[config.mk]
export PLATFORM = sky130hd
export DESIGN_NAME = udrct_timer
export DESIGN_NICKNAME = d
export VERILOG_FILES = /design/src/udrct_pkg.sv /design/src/udrct_pin_sampler.sv /design/src/udrct_timer.sv
export VERILOG_INCLUDE_DIRS = /design/src /design/src/src
export SDC_FILE = /design/constraint.sdc
export NUM_CORES = 1
export LEC_CHECK = 0
export ABC_AREA = 1
export BUFFER_PORTS_ARGS = -buffer_cell sky130_fd_sc_hd__buf_2
export CAP_MARGIN = 20
export CELL_PAD_IN_SITES_DETAIL_PLACEMENT = 0
export CELL_PAD_IN_SITES_GLOBAL_PLACEMENT = 1
export CORE_ASPECT_RATIO = 1.2
export CORE_MARGIN = 2
export CORE_UTILIZATION = 41
export CTS_BUF_LIST = sky130_fd_sc_hd__clkbuf_2 sky130_fd_sc_hd__clkbuf_4 sky130_fd_sc_hd__clkbuf_8
export DETAILED_ROUTE_END_ITERATION = 8
export GPL_ROUTABILITY_DRIVEN = 0
export GPL_TIMING_DRIVEN = 1
export PLACE_DENSITY_LB_ADDON = 0.1
export SYNTH_ARGS = -nofsm -noshare
export SYNTH_HDL_FRONTEND = slang
export SYNTH_SLANG_ARGS = --single-unit
[constraint.sdc]
create_clock -name sys_clk -period 4.7 [get_ports sys_clk]
set_input_delay 0.235 -clock sys_clk [delete_from_list [all_inputs] [get_ports sys_clk]]
set_output_delay 0.235 -clock sys_clk [all_outputs]
set_load 0.005 [all_outputs]
[src/udrct_params.svh]
/*
 Named constants of the up/down reload/capture timer: register map,
 field masks, reset values and prescaler counts.
 Assumes inclusion by bare name from the package and the test files.
*/
`ifndef UDRCT_PARAMS_SVH
`define UDRCT_PARAMS_SVH

// Instances: index 0, 1 and 2 stand for timers 2, 3 and 4
`define UDRCT_INSTANCES      3
`define UDRCT_INST_TOGGLE_N  1
`define UDRCT_ADC_TRIGGERS   2

// Sampled pins: shared count, shared strobe, own count, own strobe, oscillator
`define UDRCT_PINS           5
`define UDRCT_P_SC           0
`define UDRCT_P_SS           1
`define UDRCT_P_OC           2
`define UDRCT_P_OS           3
`define UDRCT_P_OSC          4

// Byte address layout: bit 7 clear, bits 6:5 instance, bits 4:0 offset
`define UDRCT_ADDR_W         8
`define UDRCT_INST_MSB       6
`define UDRCT_INST_LSB       5
`define UDRCT_OFF_W          5
`define UDRCT_OFF_CONTROL    5'h00
`define UDRCT_OFF_CONFIG     5'h04
`define UDRCT_OFF_COUNT_LO   5'h08
`define UDRCT_OFF_COUNT_HI   5'h0c
`define UDRCT_OFF_RC_LO      5'h10
`define UDRCT_OFF_RC_HI      5'h14

// Field masks, reserved bits read zero
`define UDRCT_CTRL_MASK      8'hcf
`define UDRCT_CFG_MASK       8'h1f
`define UDRCT_CFG_MASK_NOTOG 8'h19

`define UDRCT_BYTE_W         8
`define UDRCT_COUNT_W        16
`define UDRCT_COUNT_MAX      16'hffff
`define UDRCT_COUNT_ZERO     16'h0000
`define UDRCT_COUNT_ONE      16'h0001
`define UDRCT_BYTE_ZERO      8'h00
`define UDRCT_WORD_ZERO      32'h00000000
`define UDRCT_PAD_W          24

// Prescalers
`define UDRCT_DIV12_LAST     4'hb
`define UDRCT_DIV12_ZERO     4'h0
`define UDRCT_DIV12_ONE      4'h1
`define UDRCT_EXT8_LAST      3'h7
`define UDRCT_EXT8_ZERO      3'h0
`define UDRCT_EXT8_ONE       3'h1

`endif

[src/udrct_pkg.sv]
/*
 Types of the up/down reload/capture timer: clock-select encoding and the
 per-instance register state carried as packed structs.
 Assumes the constants header is on the include path.
*/
`include "udrct_params.svh"

package udrct_pkg;

	typedef enum logic [1:0]
	{
		UDRCT_CLK_DIV12 = 2'b00,
		UDRCT_CLK_FULL  = 2'b01,
		UDRCT_CLK_EXT8  = 2'b10,
		UDRCT_CLK_DIV2  = 2'b11
	} udrct_clk_sel_type;

	// Bit order matches the control byte
	typedef struct packed
	{
		logic       wrapFlag;
		logic       externalFlag;
		logic [1:0] reserved;
		logic       externalEnable;
		logic       runControl;
		logic       counterSelect;
		logic       captureReloadSelect;
	} udrct_ctrl_type;

	// Bit order matches the config byte
	typedef struct packed
	{
		logic [2:0]        reserved;
		udrct_clk_sel_type clockSelect;
		logic              toggleState;
		logic              toggleOutputEnable;
		logic              decrementEnable;
	} udrct_cfg_type;

	typedef struct packed
	{
		udrct_ctrl_type              ctrl;
		udrct_cfg_type               cfg;
		logic [`UDRCT_COUNT_W-1:0]   count;
		logic [`UDRCT_COUNT_W-1:0]   reloadCapture;
	} udrct_inst_type;

endpackage

[src/udrct_pin_sampler.sv]
/*
 Samples one pin with the system clock and gives its level and its
 falling and rising edges as one-cycle pulses.
 Assumes the reset input is already synchronised to sys_clk.
*/
`timescale 1ns/10ps

module udrct_pin_sampler
	import udrct_pkg::*;
(
	input  wire logic sys_clk,
	input  wire logic resetN,
	input  wire logic pinIn,
	output logic      level,
	output logic      fall,
	output logic      rise
);

	logic stage1;
	logic stage2;
	logic stage3;
	logic next_stage1;
	logic next_stage2;
	logic next_stage3;

	always_comb
	begin
		next_stage1 = pinIn;
		next_stage2 = stage1;
		next_stage3 = stage2;
	end

	always_ff @(posedge sys_clk or negedge resetN)
	begin
		if (!resetN)
		begin
			stage1 <= 1'b0;
			stage2 <= 1'b0;
			stage3 <= 1'b0;
		end
		else
		begin
			stage1 <= next_stage1;
			stage2 <= next_stage2;
			stage3 <= next_stage3;
		end
	end

	// Edges judged from stages two and three only
	assign level = stage2;
	assign fall  = stage3 & ~stage2;
	assign rise  = stage2 & ~stage3;

endmodule

[src/udrct_timer.sv]
/*
 Three 16-bit up/down counter/timers with capture and auto-reload modes,
 toggle output on the first and third, behind an Avalon-MM slave.
 Assumes pins synchronous to sys_clk, an external oscillator clock slower
 than sys_clk, and a master that holds each request until waitrequest low.
*/
`timescale 1ns/10ps

module udrct_timer
	import udrct_pkg::*;
(
	input  wire logic                      sys_clk,
	input  wire logic                      rst_n,
	input  wire logic [`UDRCT_ADDR_W-1:0]  avsAddress,
	input  wire logic                      avsRead,
	input  wire logic                      avsWrite,
	input  wire logic [31:0]               avsWriteData,
	input  wire logic [3:0]                avsByteEnable,
	output logic      [31:0]               avsReadData,
	output logic                           avsWaitRequest,
	input  wire logic                      sharedCountPin,
	input  wire logic                      sharedStrobePin,
	input  wire logic                      ownCountPin,
	input  wire logic                      ownStrobePin,
	input  wire logic                      oscillatorClock,
	output logic      [`UDRCT_INSTANCES-1:0] toggleOut,
	output logic      [`UDRCT_INSTANCES-1:0] toggleOutEnable,
	output logic      [`UDRCT_INSTANCES-1:0] wrapEvent,
	output logic      [`UDRCT_ADC_TRIGGERS-1:0] adcStart
);

	////////////////////////////////////////////////////////////////////////
	// Reset release

	logic rstMetaN;
	logic rstSyncN;

	always_ff @(posedge sys_clk or negedge rst_n)
	begin
		if (!rst_n)
		begin
			rstMetaN <= 1'b0;
			rstSyncN <= 1'b0;
		end
		else
		begin
			rstMetaN <= 1'b1;
			rstSyncN <= rstMetaN;
		end
	end

	////////////////////////////////////////////////////////////////////////
	// Pin sampling

	logic [`UDRCT_PINS-1:0] pinRaw;
	logic [`UDRCT_PINS-1:0] pinLevel;
	logic [`UDRCT_PINS-1:0] pinFall;
	logic [`UDRCT_PINS-1:0] pinRise;

	assign pinRaw = {oscillatorClock, ownStrobePin, ownCountPin, sharedStrobePin, sharedCountPin};

	for (genvar k = 0; k < `UDRCT_PINS; k++)
	begin : gSample
		udrct_pin_sampler sampler
		(
			.sys_clk (sys_clk),
			.resetN  (rstSyncN),
			.pinIn   (pinRaw[k]),
			.level   (pinLevel[k]),
			.fall    (pinFall[k]),
			.rise    (pinRise[k])
		);
	end

	// Instances 0 and 1 see the same pins
	logic [`UDRCT_INSTANCES-1:0] countFall;
	logic [`UDRCT_INSTANCES-1:0] strobeFall;
	logic [`UDRCT_INSTANCES-1:0] strobeLevel;
	logic                        oscRise;

	assign countFall   = {pinFall[`UDRCT_P_OC], pinFall[`UDRCT_P_SC], pinFall[`UDRCT_P_SC]};
	assign strobeFall  = {pinFall[`UDRCT_P_OS], pinFall[`UDRCT_P_SS], pinFall[`UDRCT_P_SS]};
	assign strobeLevel = {pinLevel[`UDRCT_P_OS],
		pinLevel[`UDRCT_P_SS], pinLevel[`UDRCT_P_SS]};
	assign oscRise     = pinRise[`UDRCT_P_OSC];

	////////////////////////////////////////////////////////////////////////
	// Shared prescalers

	logic       half;
	logic [3:0] div12Count;
	logic [2:0] ext8Count;
	logic       next_half;
	logic [3:0] next_div12Count;
	logic [2:0] next_ext8Count;
	logic       div12Tick;
	logic       ext8Tick;

	assign div12Tick = (div12Count == `UDRCT_DIV12_LAST);
	assign ext8Tick  = oscRise & (ext8Count == `UDRCT_EXT8_LAST);

	always_comb
	begin
		next_half       = ~half;
		next_div12Count = div12Tick ? `UDRCT_DIV12_ZERO : div12Count + `UDRCT_DIV12_ONE;
		next_ext8Count  = oscRise ? ext8Count + `UDRCT_EXT8_ONE : ext8Count;
	end

	always_ff @(posedge sys_clk or negedge rstSyncN)
	begin
		if (!rstSyncN)
		begin
			half       <= 1'b0;
			div12Count <= `UDRCT_DIV12_ZERO;
			ext8Count  <= `UDRCT_EXT8_ZERO;
		end
		else
		begin
			half       <= next_half;
			div12Count <= next_div12Count;
			ext8Count  <= next_ext8Count;
		end
	end

	// Timer-function tick for a clock select code
	function automatic logic clockTick(udrct_clk_sel_type sel);
		logic tick;
		tick = 1'b0;
		unique case (sel)
			UDRCT_CLK_DIV12: tick = div12Tick;
			UDRCT_CLK_FULL:  tick = 1'b1;
			UDRCT_CLK_EXT8:  tick = ext8Tick;
			UDRCT_CLK_DIV2:  tick = half;
		endcase
		return tick;
	endfunction

	////////////////////////////////////////////////////////////////////////
	// Register access helpers

	function automatic logic [`UDRCT_BYTE_W-1:0] readByte(udrct_inst_type s,
		logic [`UDRCT_OFF_W-1:0] off);
		logic [`UDRCT_BYTE_W-1:0] data;
		data = `UDRCT_BYTE_ZERO;
		case (off)
			`UDRCT_OFF_CONTROL:  data = s.ctrl & `UDRCT_CTRL_MASK;
			`UDRCT_OFF_CONFIG:   data = s.cfg & `UDRCT_CFG_MASK;
			`UDRCT_OFF_COUNT_LO: data = s.count[7:0];
			`UDRCT_OFF_COUNT_HI: data = s.count[15:8];
			`UDRCT_OFF_RC_LO:    data = s.reloadCapture[7:0];
			`UDRCT_OFF_RC_HI:    data = s.reloadCapture[15:8];
			default:             data = `UDRCT_BYTE_ZERO;
		endcase
		return data;
	endfunction

	function automatic logic [1:0] instOf(logic [`UDRCT_ADDR_W-1:0] addr);
		return addr[`UDRCT_INST_MSB:`UDRCT_INST_LSB];
	endfunction

	////////////////////////////////////////////////////////////////////////
	// Avalon-MM slave

	logic        requestSeen;
	logic        writeNow;
	logic        addrInRange;
	logic [1:0]  accessInst;
	logic [`UDRCT_OFF_W-1:0] accessOff;
	logic        next_avsWaitRequest;
	logic [31:0] next_avsReadData;

	udrct_inst_type state [`UDRCT_INSTANCES];
	udrct_inst_type next_state [`UDRCT_INSTANCES];

	assign accessInst  = instOf(avsAddress);
	assign accessOff   = avsAddress[`UDRCT_OFF_W-1:0];
	assign addrInRange = ~avsAddress[`UDRCT_ADDR_W-1] & (accessInst < 2'(`UDRCT_INSTANCES));
	assign requestSeen = (avsRead | avsWrite) & avsWaitRequest;
	// A write lands at the edge where waitrequest is seen low
	assign writeNow    = avsWrite & ~avsWaitRequest & avsByteEnable[0] & addrInRange;

	always_comb
	begin
		next_avsWaitRequest = ~requestSeen;
		next_avsReadData    = avsReadData;
		if (requestSeen && avsRead)
			next_avsReadData = addrInRange
				? {{`UDRCT_PAD_W{1'b0}}, readByte(state[accessInst], accessOff)}
				: `UDRCT_WORD_ZERO;
	end

	always_ff @(posedge sys_clk or negedge rstSyncN)
	begin
		if (!rstSyncN)
		begin
			avsWaitRequest <= 1'b1;
			avsReadData    <= `UDRCT_WORD_ZERO;
		end
		else
		begin
			avsWaitRequest <= next_avsWaitRequest;
			avsReadData    <= next_avsReadData;
		end
	end

	////////////////////////////////////////////////////////////////////////
	// Counter instances

	logic [`UDRCT_INSTANCES-1:0] next_wrapEvent;

	always_comb
	begin
		next_wrapEvent = '0;
		for (int i = 0; i < `UDRCT_INSTANCES; i++)
		begin
			udrct_inst_type cur;
			logic           hit;
			logic           strobeEdge;
			logic           countUp;
			logic           tick;
			logic           wrap;
			logic           extSet;
			logic [`UDRCT_COUNT_W-1:0] hwCount;
			logic [`UDRCT_COUNT_W-1:0] hwReload;
			logic [`UDRCT_BYTE_W-1:0]  cfgMask;
			cur        = state[i];
			hit        = writeNow & (accessInst == 2'(i));
			strobeEdge = strobeFall[i] & cur.ctrl.externalEnable
				& ~cur.cfg.decrementEnable;
			countUp    = ~cur.cfg.decrementEnable | strobeLevel[i];
			tick       = cur.ctrl.runControl & (cur.ctrl.counterSelect
				? countFall[i] : clockTick(cur.cfg.clockSelect));
			wrap       = 1'b0;
			extSet     = 1'b0;
			hwCount    = cur.count;
			hwReload   = cur.reloadCapture;
			cfgMask    = (i == `UDRCT_INST_TOGGLE_N) ? `UDRCT_CFG_MASK_NOTOG : `UDRCT_CFG_MASK;

			if (cur.ctrl.captureReloadSelect)
			begin
				if (tick)
				begin
					hwCount = countUp ? cur.count + `UDRCT_COUNT_ONE
						: cur.count - `UDRCT_COUNT_ONE;
					wrap    = countUp ? (cur.count == `UDRCT_COUNT_MAX)
						: (cur.count == `UDRCT_COUNT_ZERO);
				end
				if (strobeEdge)
				begin
					hwReload = cur.count;
					extSet   = 1'b1;
				end
			end
			else
			begin
				if (tick)
				begin
					if (countUp && cur.count == `UDRCT_COUNT_MAX)
					begin
						hwCount = cur.reloadCapture;
						wrap    = 1'b1;
					end
					else if (!countUp && cur.count == cur.reloadCapture)
					begin
						hwCount = `UDRCT_COUNT_MAX;
						wrap    = 1'b1;
					end
					else
					begin
						hwCount = countUp ? cur.count + `UDRCT_COUNT_ONE
							: cur.count - `UDRCT_COUNT_ONE;
					end
				end
				// Strobe reload outranks a step in the same cycle
				if (strobeEdge)
				begin
					hwCount = cur.reloadCapture;
					extSet  = 1'b1;
				end
			end

			next_state[i] = cur;
			next_state[i].count = hwCount;
			next_state[i].reloadCapture = hwReload;
			if (hit && accessOff == `UDRCT_OFF_CONTROL)
				next_state[i].ctrl = udrct_ctrl_type'(avsWriteData[7:0] & `UDRCT_CTRL_MASK);
			if (hit && accessOff == `UDRCT_OFF_CONFIG)
				next_state[i].cfg = udrct_cfg_type'(avsWriteData[7:0] & cfgMask);
			// Software byte write beats the hardware step on that byte only
			if (hit && accessOff == `UDRCT_OFF_COUNT_LO)
				next_state[i].count[7:0] = avsWriteData[7:0];
			if (hit && accessOff == `UDRCT_OFF_COUNT_HI)
				next_state[i].count[15:8] = avsWriteData[7:0];
			if (hit && accessOff == `UDRCT_OFF_RC_LO)
				next_state[i].reloadCapture[7:0] = avsWriteData[7:0];
			if (hit && accessOff == `UDRCT_OFF_RC_HI)
				next_state[i].reloadCapture[15:8] = avsWriteData[7:0];

			// Hardware set wins over a clearing write
			if (wrap)
				next_state[i].ctrl.wrapFlag = 1'b1;
			if (extSet)
				next_state[i].ctrl.externalFlag = 1'b1;
			else if (wrap && !cur.ctrl.captureReloadSelect)
				next_state[i].ctrl.externalFlag = ~next_state[i].ctrl.externalFlag;
			if (wrap && cur.cfg.toggleOutputEnable && i != `UDRCT_INST_TOGGLE_N)
				next_state[i].cfg.toggleState = ~next_state[i].cfg.toggleState;

			next_wrapEvent[i] = wrap;
			// Toggle pins come straight from the state flops
			toggleOut[i]       = cur.cfg.toggleState;
			toggleOutEnable[i] = cur.cfg.toggleOutputEnable;
		end
	end

	always_ff @(posedge sys_clk or negedge rstSyncN)
	begin
		if (!rstSyncN)
		begin
			for (int i = 0; i < `UDRCT_INSTANCES; i++)
				state[i] <= '0;
			wrapEvent <= '0;
			adcStart  <= '0;
		end
		else
		begin
			for (int i = 0; i < `UDRCT_INSTANCES; i++)
				state[i] <= next_state[i];
			wrapEvent <= next_wrapEvent;
			adcStart  <= next_wrapEvent[`UDRCT_ADC_TRIGGERS-1:0];
		end
	end

endmodule

# [Yosys cells after proc, flatten, opt, wreduce, memory -nomap -nowiden]
# Cells that the tools add are included.
[word_totals] output_inout_bits=44 reg_bits=190 mem_count=0 in_bits=53 wordCells=314 latchBits=0 ramBits=0 romBits=0
[op_classes] reduce_logical=77 n_shift=0 n_addsub=8 magnitude_cmp=2 multipliers=0 n_bitwise=45 n_mux=88 div_mod_pow=0 eq_ne=30
[op_table] operator="two-way mux 16 bit" n=27
[op_table] operator="two-way mux 8 bit" n=16
[op_table] operator="binary-select mux 48 bit (select 2 bit)" n=1
[op_table] operator="two-way mux 48 bit" n=2
[op_table] operator="adder 16 x 1 -> 16 bit (second input constant)" n=3
[op_table] operator="== test 16 bit" n=3
[op_table] operator="== test 16 bit (second input constant)" n=3
[op_table] operator="zero test 16 bit" n=3
[op_table] operator="case mux 8 bit (6 select lines)" n=1
[op_table] operator="subtractor 16 x 1 -> 16 bit (second input constant)" n=3
[op_table] operator="two-way mux 1 bit" n=35
[op_table] operator="logical AND 1 bit" n=30
[op_table] operator="nonzero test 2 bit" n=15
[op_table] operator="AND reduction 2 bit" n=12
[op_table] operator="bitwise AND 1 bit" n=23
[op_table] operator="inequality test 3 x 1 -> 1 bit (second input constant)" n=6
[op_table] operator="nonzero test 3 bit" n=6
[op_table] operator="inverter 1 bit" n=17
[op_table] operator="== test 2 bit (second input constant)" n=7
[op_table] operator="case mux 1 bit (4 select lines)" n=3
[op_table] operator="== test 5 x 4 -> 1 bit (second input constant)" n=2
[op_table] operator="== test 5 bit (second input constant)" n=2
[op_table] operator="== test 2 x 1 -> 1 bit (second input constant)" n=4
[op_table] operator="zero test 2 bit" n=4
[op_table] operator="other kinds (13)" n=22

# [Logic depth before layout (Yosys ltp)]
[logic_depth] ltp_word=11 mapped_depth=19 ltp_nobuf=18

# [Hierarchy]
# A second synthesis with hierarchy kept.
[hier_totals] hier_cells=1947 area_unflattened_um2=12738.5
[by_module_without_submodules] module="udrct_timer" area_each_um2=12288.0 cells_per_inst=1912 instances=1 seq_area_each_um2=3729.8
[by_module_without_submodules] module="udrct_pin_sampler" area_each_um2=90.1 cells_per_inst=7 instances=5 seq_area_each_um2=75.1

# [Least setup slack after synthesis]
# No wires, ideal clock.
[synth_path] path_type="reg2reg" start="register gSample[1].sampler.stage2" end="register state[74] (netlist name)" t_arrival_ns=1.865 setup_slack_ns=2.719 stages_incl_launch_ff=19 setup_ns=0.116 required_time_ns=4.584 synth_period_minus_slack_ns=1.981 path_buffers=1 path_cell_list="dfrtp_1 -> inv_4 -> nand2_4 -> buf_2 -> nand2_1 -> nand2_1 -> inv_1 -> ha_1 -> inv_1 -> nand2_1 -> nand3_1 -> o21ai_1 -> nand2_1 -> nand2_1 -> nor2_1 -> nor2_1 -> nand2_1 -> nand2_1 -> nand2_1"
[synth_between] elab_chain_cells=9 elab_cells_between_ends=18 classes_between="mux (8); bitwise (5); reduce/logical (5)"
[synth_lines] item="start: declaration" line="udrct_pin_sampler.sv:20" text="logic stage2;"
[synth_lines] item="start signal: assignment" line="udrct_pin_sampler.sv:44" text="stage2 <= next_stage2;"
[synth_lines] item="bitwise OR 1 bit" line="udrct_timer.sv:230" text="countUp = ~cur.cfg.decrementEnable | strobeLevel[i];"
[synth_lines] item="zero test 1 bit" line="udrct_timer.sv:263" text="else if (!countUp && cur.count == cur.reloadCapture)"
[synth_lines] item="logical AND 1 bit" line="udrct_timer.sv:263"
[synth_lines] item="two-way mux 16 bit" line="udrct_timer.sv:263"
[synth_lines] item="two-way mux 16 bit" line="udrct_timer.sv:258" text="if (countUp && cur.count == `UDRCT_COUNT_MAX)"
[synth_lines] item="two-way mux 16 bit" line="udrct_timer.sv:256" text="if (tick)"
[synth_lines] item="two-way mux 16 bit" line="udrct_timer.sv:275" text="if (strobeEdge)"
[synth_lines] item="two-way mux 16 bit" line="udrct_timer.sv:239" text="if (cur.ctrl.captureReloadSelect)"
[synth_lines] item="two-way mux 8 bit" line="udrct_timer.sv:292" text="if (hit && accessOff == `UDRCT_OFF_COUNT_HI)"
[synth_lines] item="end signal: indexed assignment" line="udrct_timer.sv:328" text="state[i] <= next_state[i];"
[synth_lines] item="end: declaration" line="udrct_timer.sv:172" text="udrct_inst_type state [`UDRCT_INSTANCES];"
# Parallel ways exist; a longest one is shown, timed or not. The select of a mux whose other input is x is not followed.
# A chain may end at the register's enable or synchronous reset.

# [Worst setup path in the final report]
[layout_path] start="register state[80] (netlist name)" end="register state[76] (netlist name)"
[layout_between] elab_chain_cells=10 elab_cells_between_ends=16 classes_between="mux (8); bitwise (3); reduce/logical (5)"
[layout_lines] item="inverter 1 bit (*)" line="udrct_timer.sv:229, udrct_timer.sv:230"
[layout_lines] item="bitwise OR 1 bit" line="udrct_timer.sv:230"
[layout_lines] item="zero test 1 bit" line="udrct_timer.sv:263"
[layout_lines] item="logical AND 1 bit" line="udrct_timer.sv:263"
[layout_lines] item="two-way mux 16 bit" line="udrct_timer.sv:263"
[layout_lines] item="two-way mux 16 bit" line="udrct_timer.sv:258"
[layout_lines] item="two-way mux 16 bit" line="udrct_timer.sv:256"
[layout_lines] item="two-way mux 16 bit" line="udrct_timer.sv:275"
[layout_lines] item="two-way mux 16 bit" line="udrct_timer.sv:239"
[layout_lines] item="two-way mux 8 bit" line="udrct_timer.sv:292"
# Mark *: on every way between the ends. The rest lies on a longest branch, timed or not. The select of a mux whose other input is x is not followed.

==> metrics.cfg <==
[outcome]
outcome = complete, no violations

[timing]
fmax_ghz = 0.3768
finalCritPeriodShare = 0.5646
setup_viol = 0
clock_skew_ns = 0.02150
tightest_slew_ns = 1.049
fin_crit_ns = 2.654
setup_slack_ns = 2.046
rsz0062_at_grt = no
timing.setup.tns_ns = 0
hold_viol_final = 0
slew_headroom = 0.3002
slew_violations = 0

[logic_synthesis]
synth_cell_type_count = 55
ys.flop_type = dfrtp_1
synth-async-reset-ratio = 1.000
synth_area_leaders = dfrtp_1, nand2_1, inv_1
synth-seq-cells = 164
syn_area_per_cell_um2 = 6.400
synthCells = 2064
synthDominantCellAreaShare = 0.3088
synth-edff-count = 0
synth_largest_area_cell = dfrtp_1
yosysSeqAreaShare = 0.3108
ys_warn_count = 0
synth_area_mm2 = 0.01321

[clock_tree]
clkTransAtPathRegs_ns = 0.12
post_cts_resized = 0
cts_buffers = 17
cts_max_level = 4
cts_root_buffer = clkbuf_8
cts.sinks = 164
cts_tree = yes
clk_latency_ns = 0.53
cts.path.max_buffers = 2
cts_setup_buffers = 0

[floorplanning]
row_count = 72
die-width_um = 167.9
die_h_um = 200.6
initial_core_util = 0.4131
core_area_mm2 = 0.03198
pin_count = 97
die-area_mm2 = 0.03368

[worst_hold_path]
hp-class = in2reg

[worst_setup_path]
worst_setup_path_end_kind = flip-flop
path_cells = inv_1, nor2_4, nand2_1, nand2_1, inv_1, ha_1, inv_1, nand2_1, nand3_1, nand2_1, nand3b_1, nand2_1, nand2_1, nand3_1, nand3_1, nand2_1
crit_slowest_cell = dfrtp_1
critPathLaunchType = flip-flop
worstPathRequired_ns = 5.11
path_buf_inv = 3
crit_type = reg2reg
crit_family = simple AND/OR/NAND/NOR gates
cp_data_arrival_time_ns = 3.07
crit_fanout = 15
slowest_delay_ns = 0.67
crit_top_cell = nand2_1

[final_layout]
final_common_cell = nand2_1
final_layout_size_suffix_gt1_frac = 0.06805
final_cell_mix = nand2_1, inv_1, nand3_1
antenna_cells = 0
areaGrowthSynthToFinish_pct = 5.939
final_nets = 2118
fin_util = 0.4376
fillers = 3496

[place]
dp_hpwl_um = 39700
port_buffers = 43
pre_cts_ws_ns = 2.078

[power_and_ir_drop]
leakagePower_nw = 7.129
irDropWorstVdd_uv = 222.7
p_total_mw = 3.071
p_per_area_mw_per_mm2 = 219.4

[global_routing]
grt_usage = 0.3141
grt_pass1_wl_um = 80270
gr-total-overflow = 0
antenna_found_initial = 0
grt_max_degree = 98
grt_pass1_vias = 13240

[routing]
wl_per_cell_um = 21.07
drt_iter0_markers = 1277
vias = 13990
wl_um = 52240
drc = 0
antenna_left = 0
firstDrtPassIters = 6
via_per_inst = 5.643

[job]
drv_cap = 0

cells in the mapped netlist, drive strengths merged, types with 22 or more instances:
cell and count:
a21oi 58, xor2 26, buf 91, o22ai 23, nor2 173, nand3 198
dfrtp 163, clkbuf 22, nand2 660, o21ai 135, inv 277, o221ai 53
nand4 47, nor3 38
area by class of cell:
type / count / area, um2 / share of cell area
Clock inverter: 15 / 210.2 / 0.01502
Sequential cell: 164 / 4109 / 0.2936
Clock buffer: 17 / 234.0 / 0.01672
Timing Repair Buffer: 64 / 412.9 / 0.02950
Inverter: 282 / 1061 / 0.07582
Multi-Input combinational cell: 1530 / 7458 / 0.5329
Tap cell: 407 / 509.2 / 0.03639
metrics by stage:
step | instances | instance area (um2) | hold slack (ns)
2_1_floorplan | 2089 | 13310 | -0.06059
3_3_place_gp | 2436 | 13440 | 0.02057
3_5_place_dp | 2436 | 13440 | 0.02195
4_1_cts | 2479 | 13990 | 0.001106
5_1_grt | 2479 | 13990 | 0.01574
6_report | 2479 | 13990 | 0.03197
timing repair:
action	4_1_cts	5_1_grt
hold endpoints to repair	10	0
hold buffers	11	0
setup endpoints to repair	0	0
power breakdown:
part	internal [mW]	leakage, nW	switching (mW)	total [mW]
clock network	0.507	0.224	0.672	1.18
logic	0.116	4.72	0.256	0.373
registers	1.45	2.19	0.0677	1.52
total	2.08	7.13	0.996	3.07
final timing paths:
kind	to	startpoint	cells past startpoint	slack, ns
min in group asynchronous	state[80]	rstSyncN	0	0.46
max in group asynchronous	state[3]	rstSyncN	1	3.14
max reg2reg	state[76]	state[80]	16	2.05
max	state[76]	state[80]	16	2.05
min	state[115]	avsWriteData[3]	3	0.03
min reg2reg	gSample[2].sampler.level	gSample[2].sampler.next_stage2	0	0.36
per-layer routing:
metal | GRT usage | share of wire | up-vias
met2 | 0.5158 | 0.47 | 507
li1 | - | - | 6693
met4 | 0.1826 | 0.066 | 0
met1 | 0.3992 | 0.41 | 6643
met3 | 0.03667 | 0.055 | 147
met5 | 0 | 0 | -
kinds of logic (layout without fill, tap and decap cells):
family          after synthesis  after routing  synth area share
compound gates              314            314            0.1491
flops                       164            164            0.3108
other cells                   2             27         0.0005685
fa+ha+maj                     6              6          0.005683
mux                           2              2          0.001705
simple gates               1145           1145            0.3749
buf+inv                     395            378            0.1317
xor+xnor                     36             36           0.02557
registers in the layout, indices dropped and copies added, names as in the netlist:
signal	cells
adcStart	1
avsReadData	8
avsWaitRequest	1
div12Count	4
ext8Count	3
gSample.sampler.level	5
gSample.sampler.next_stage2	5
gSample.sampler.stage3	5
half	1
rstMetaN	1
rstSyncN	1
state	123
toggleOut	2
toggleOutEnable	2
wrapEvent	2
worst register-to-register path, cell delays in order (launching register included):
cell	delay, ns
dfrtp_1	0.67
inv_1	0.17
nor2_4	0.37
nand2_1	0.14
nand2_1	0.08
inv_1	0.04
ha_1	0.17
inv_1	0.05
nand2_1	0.08
nand3_1	0.14
nand2_1	0.12
nand3b_1	0.15
nand2_1	0.07
nand2_1	0.07
nand3_1	0.09
nand3_1	0.11
nand2_1	0.05
Note: power is estimated with default switching activity, not from simulation.
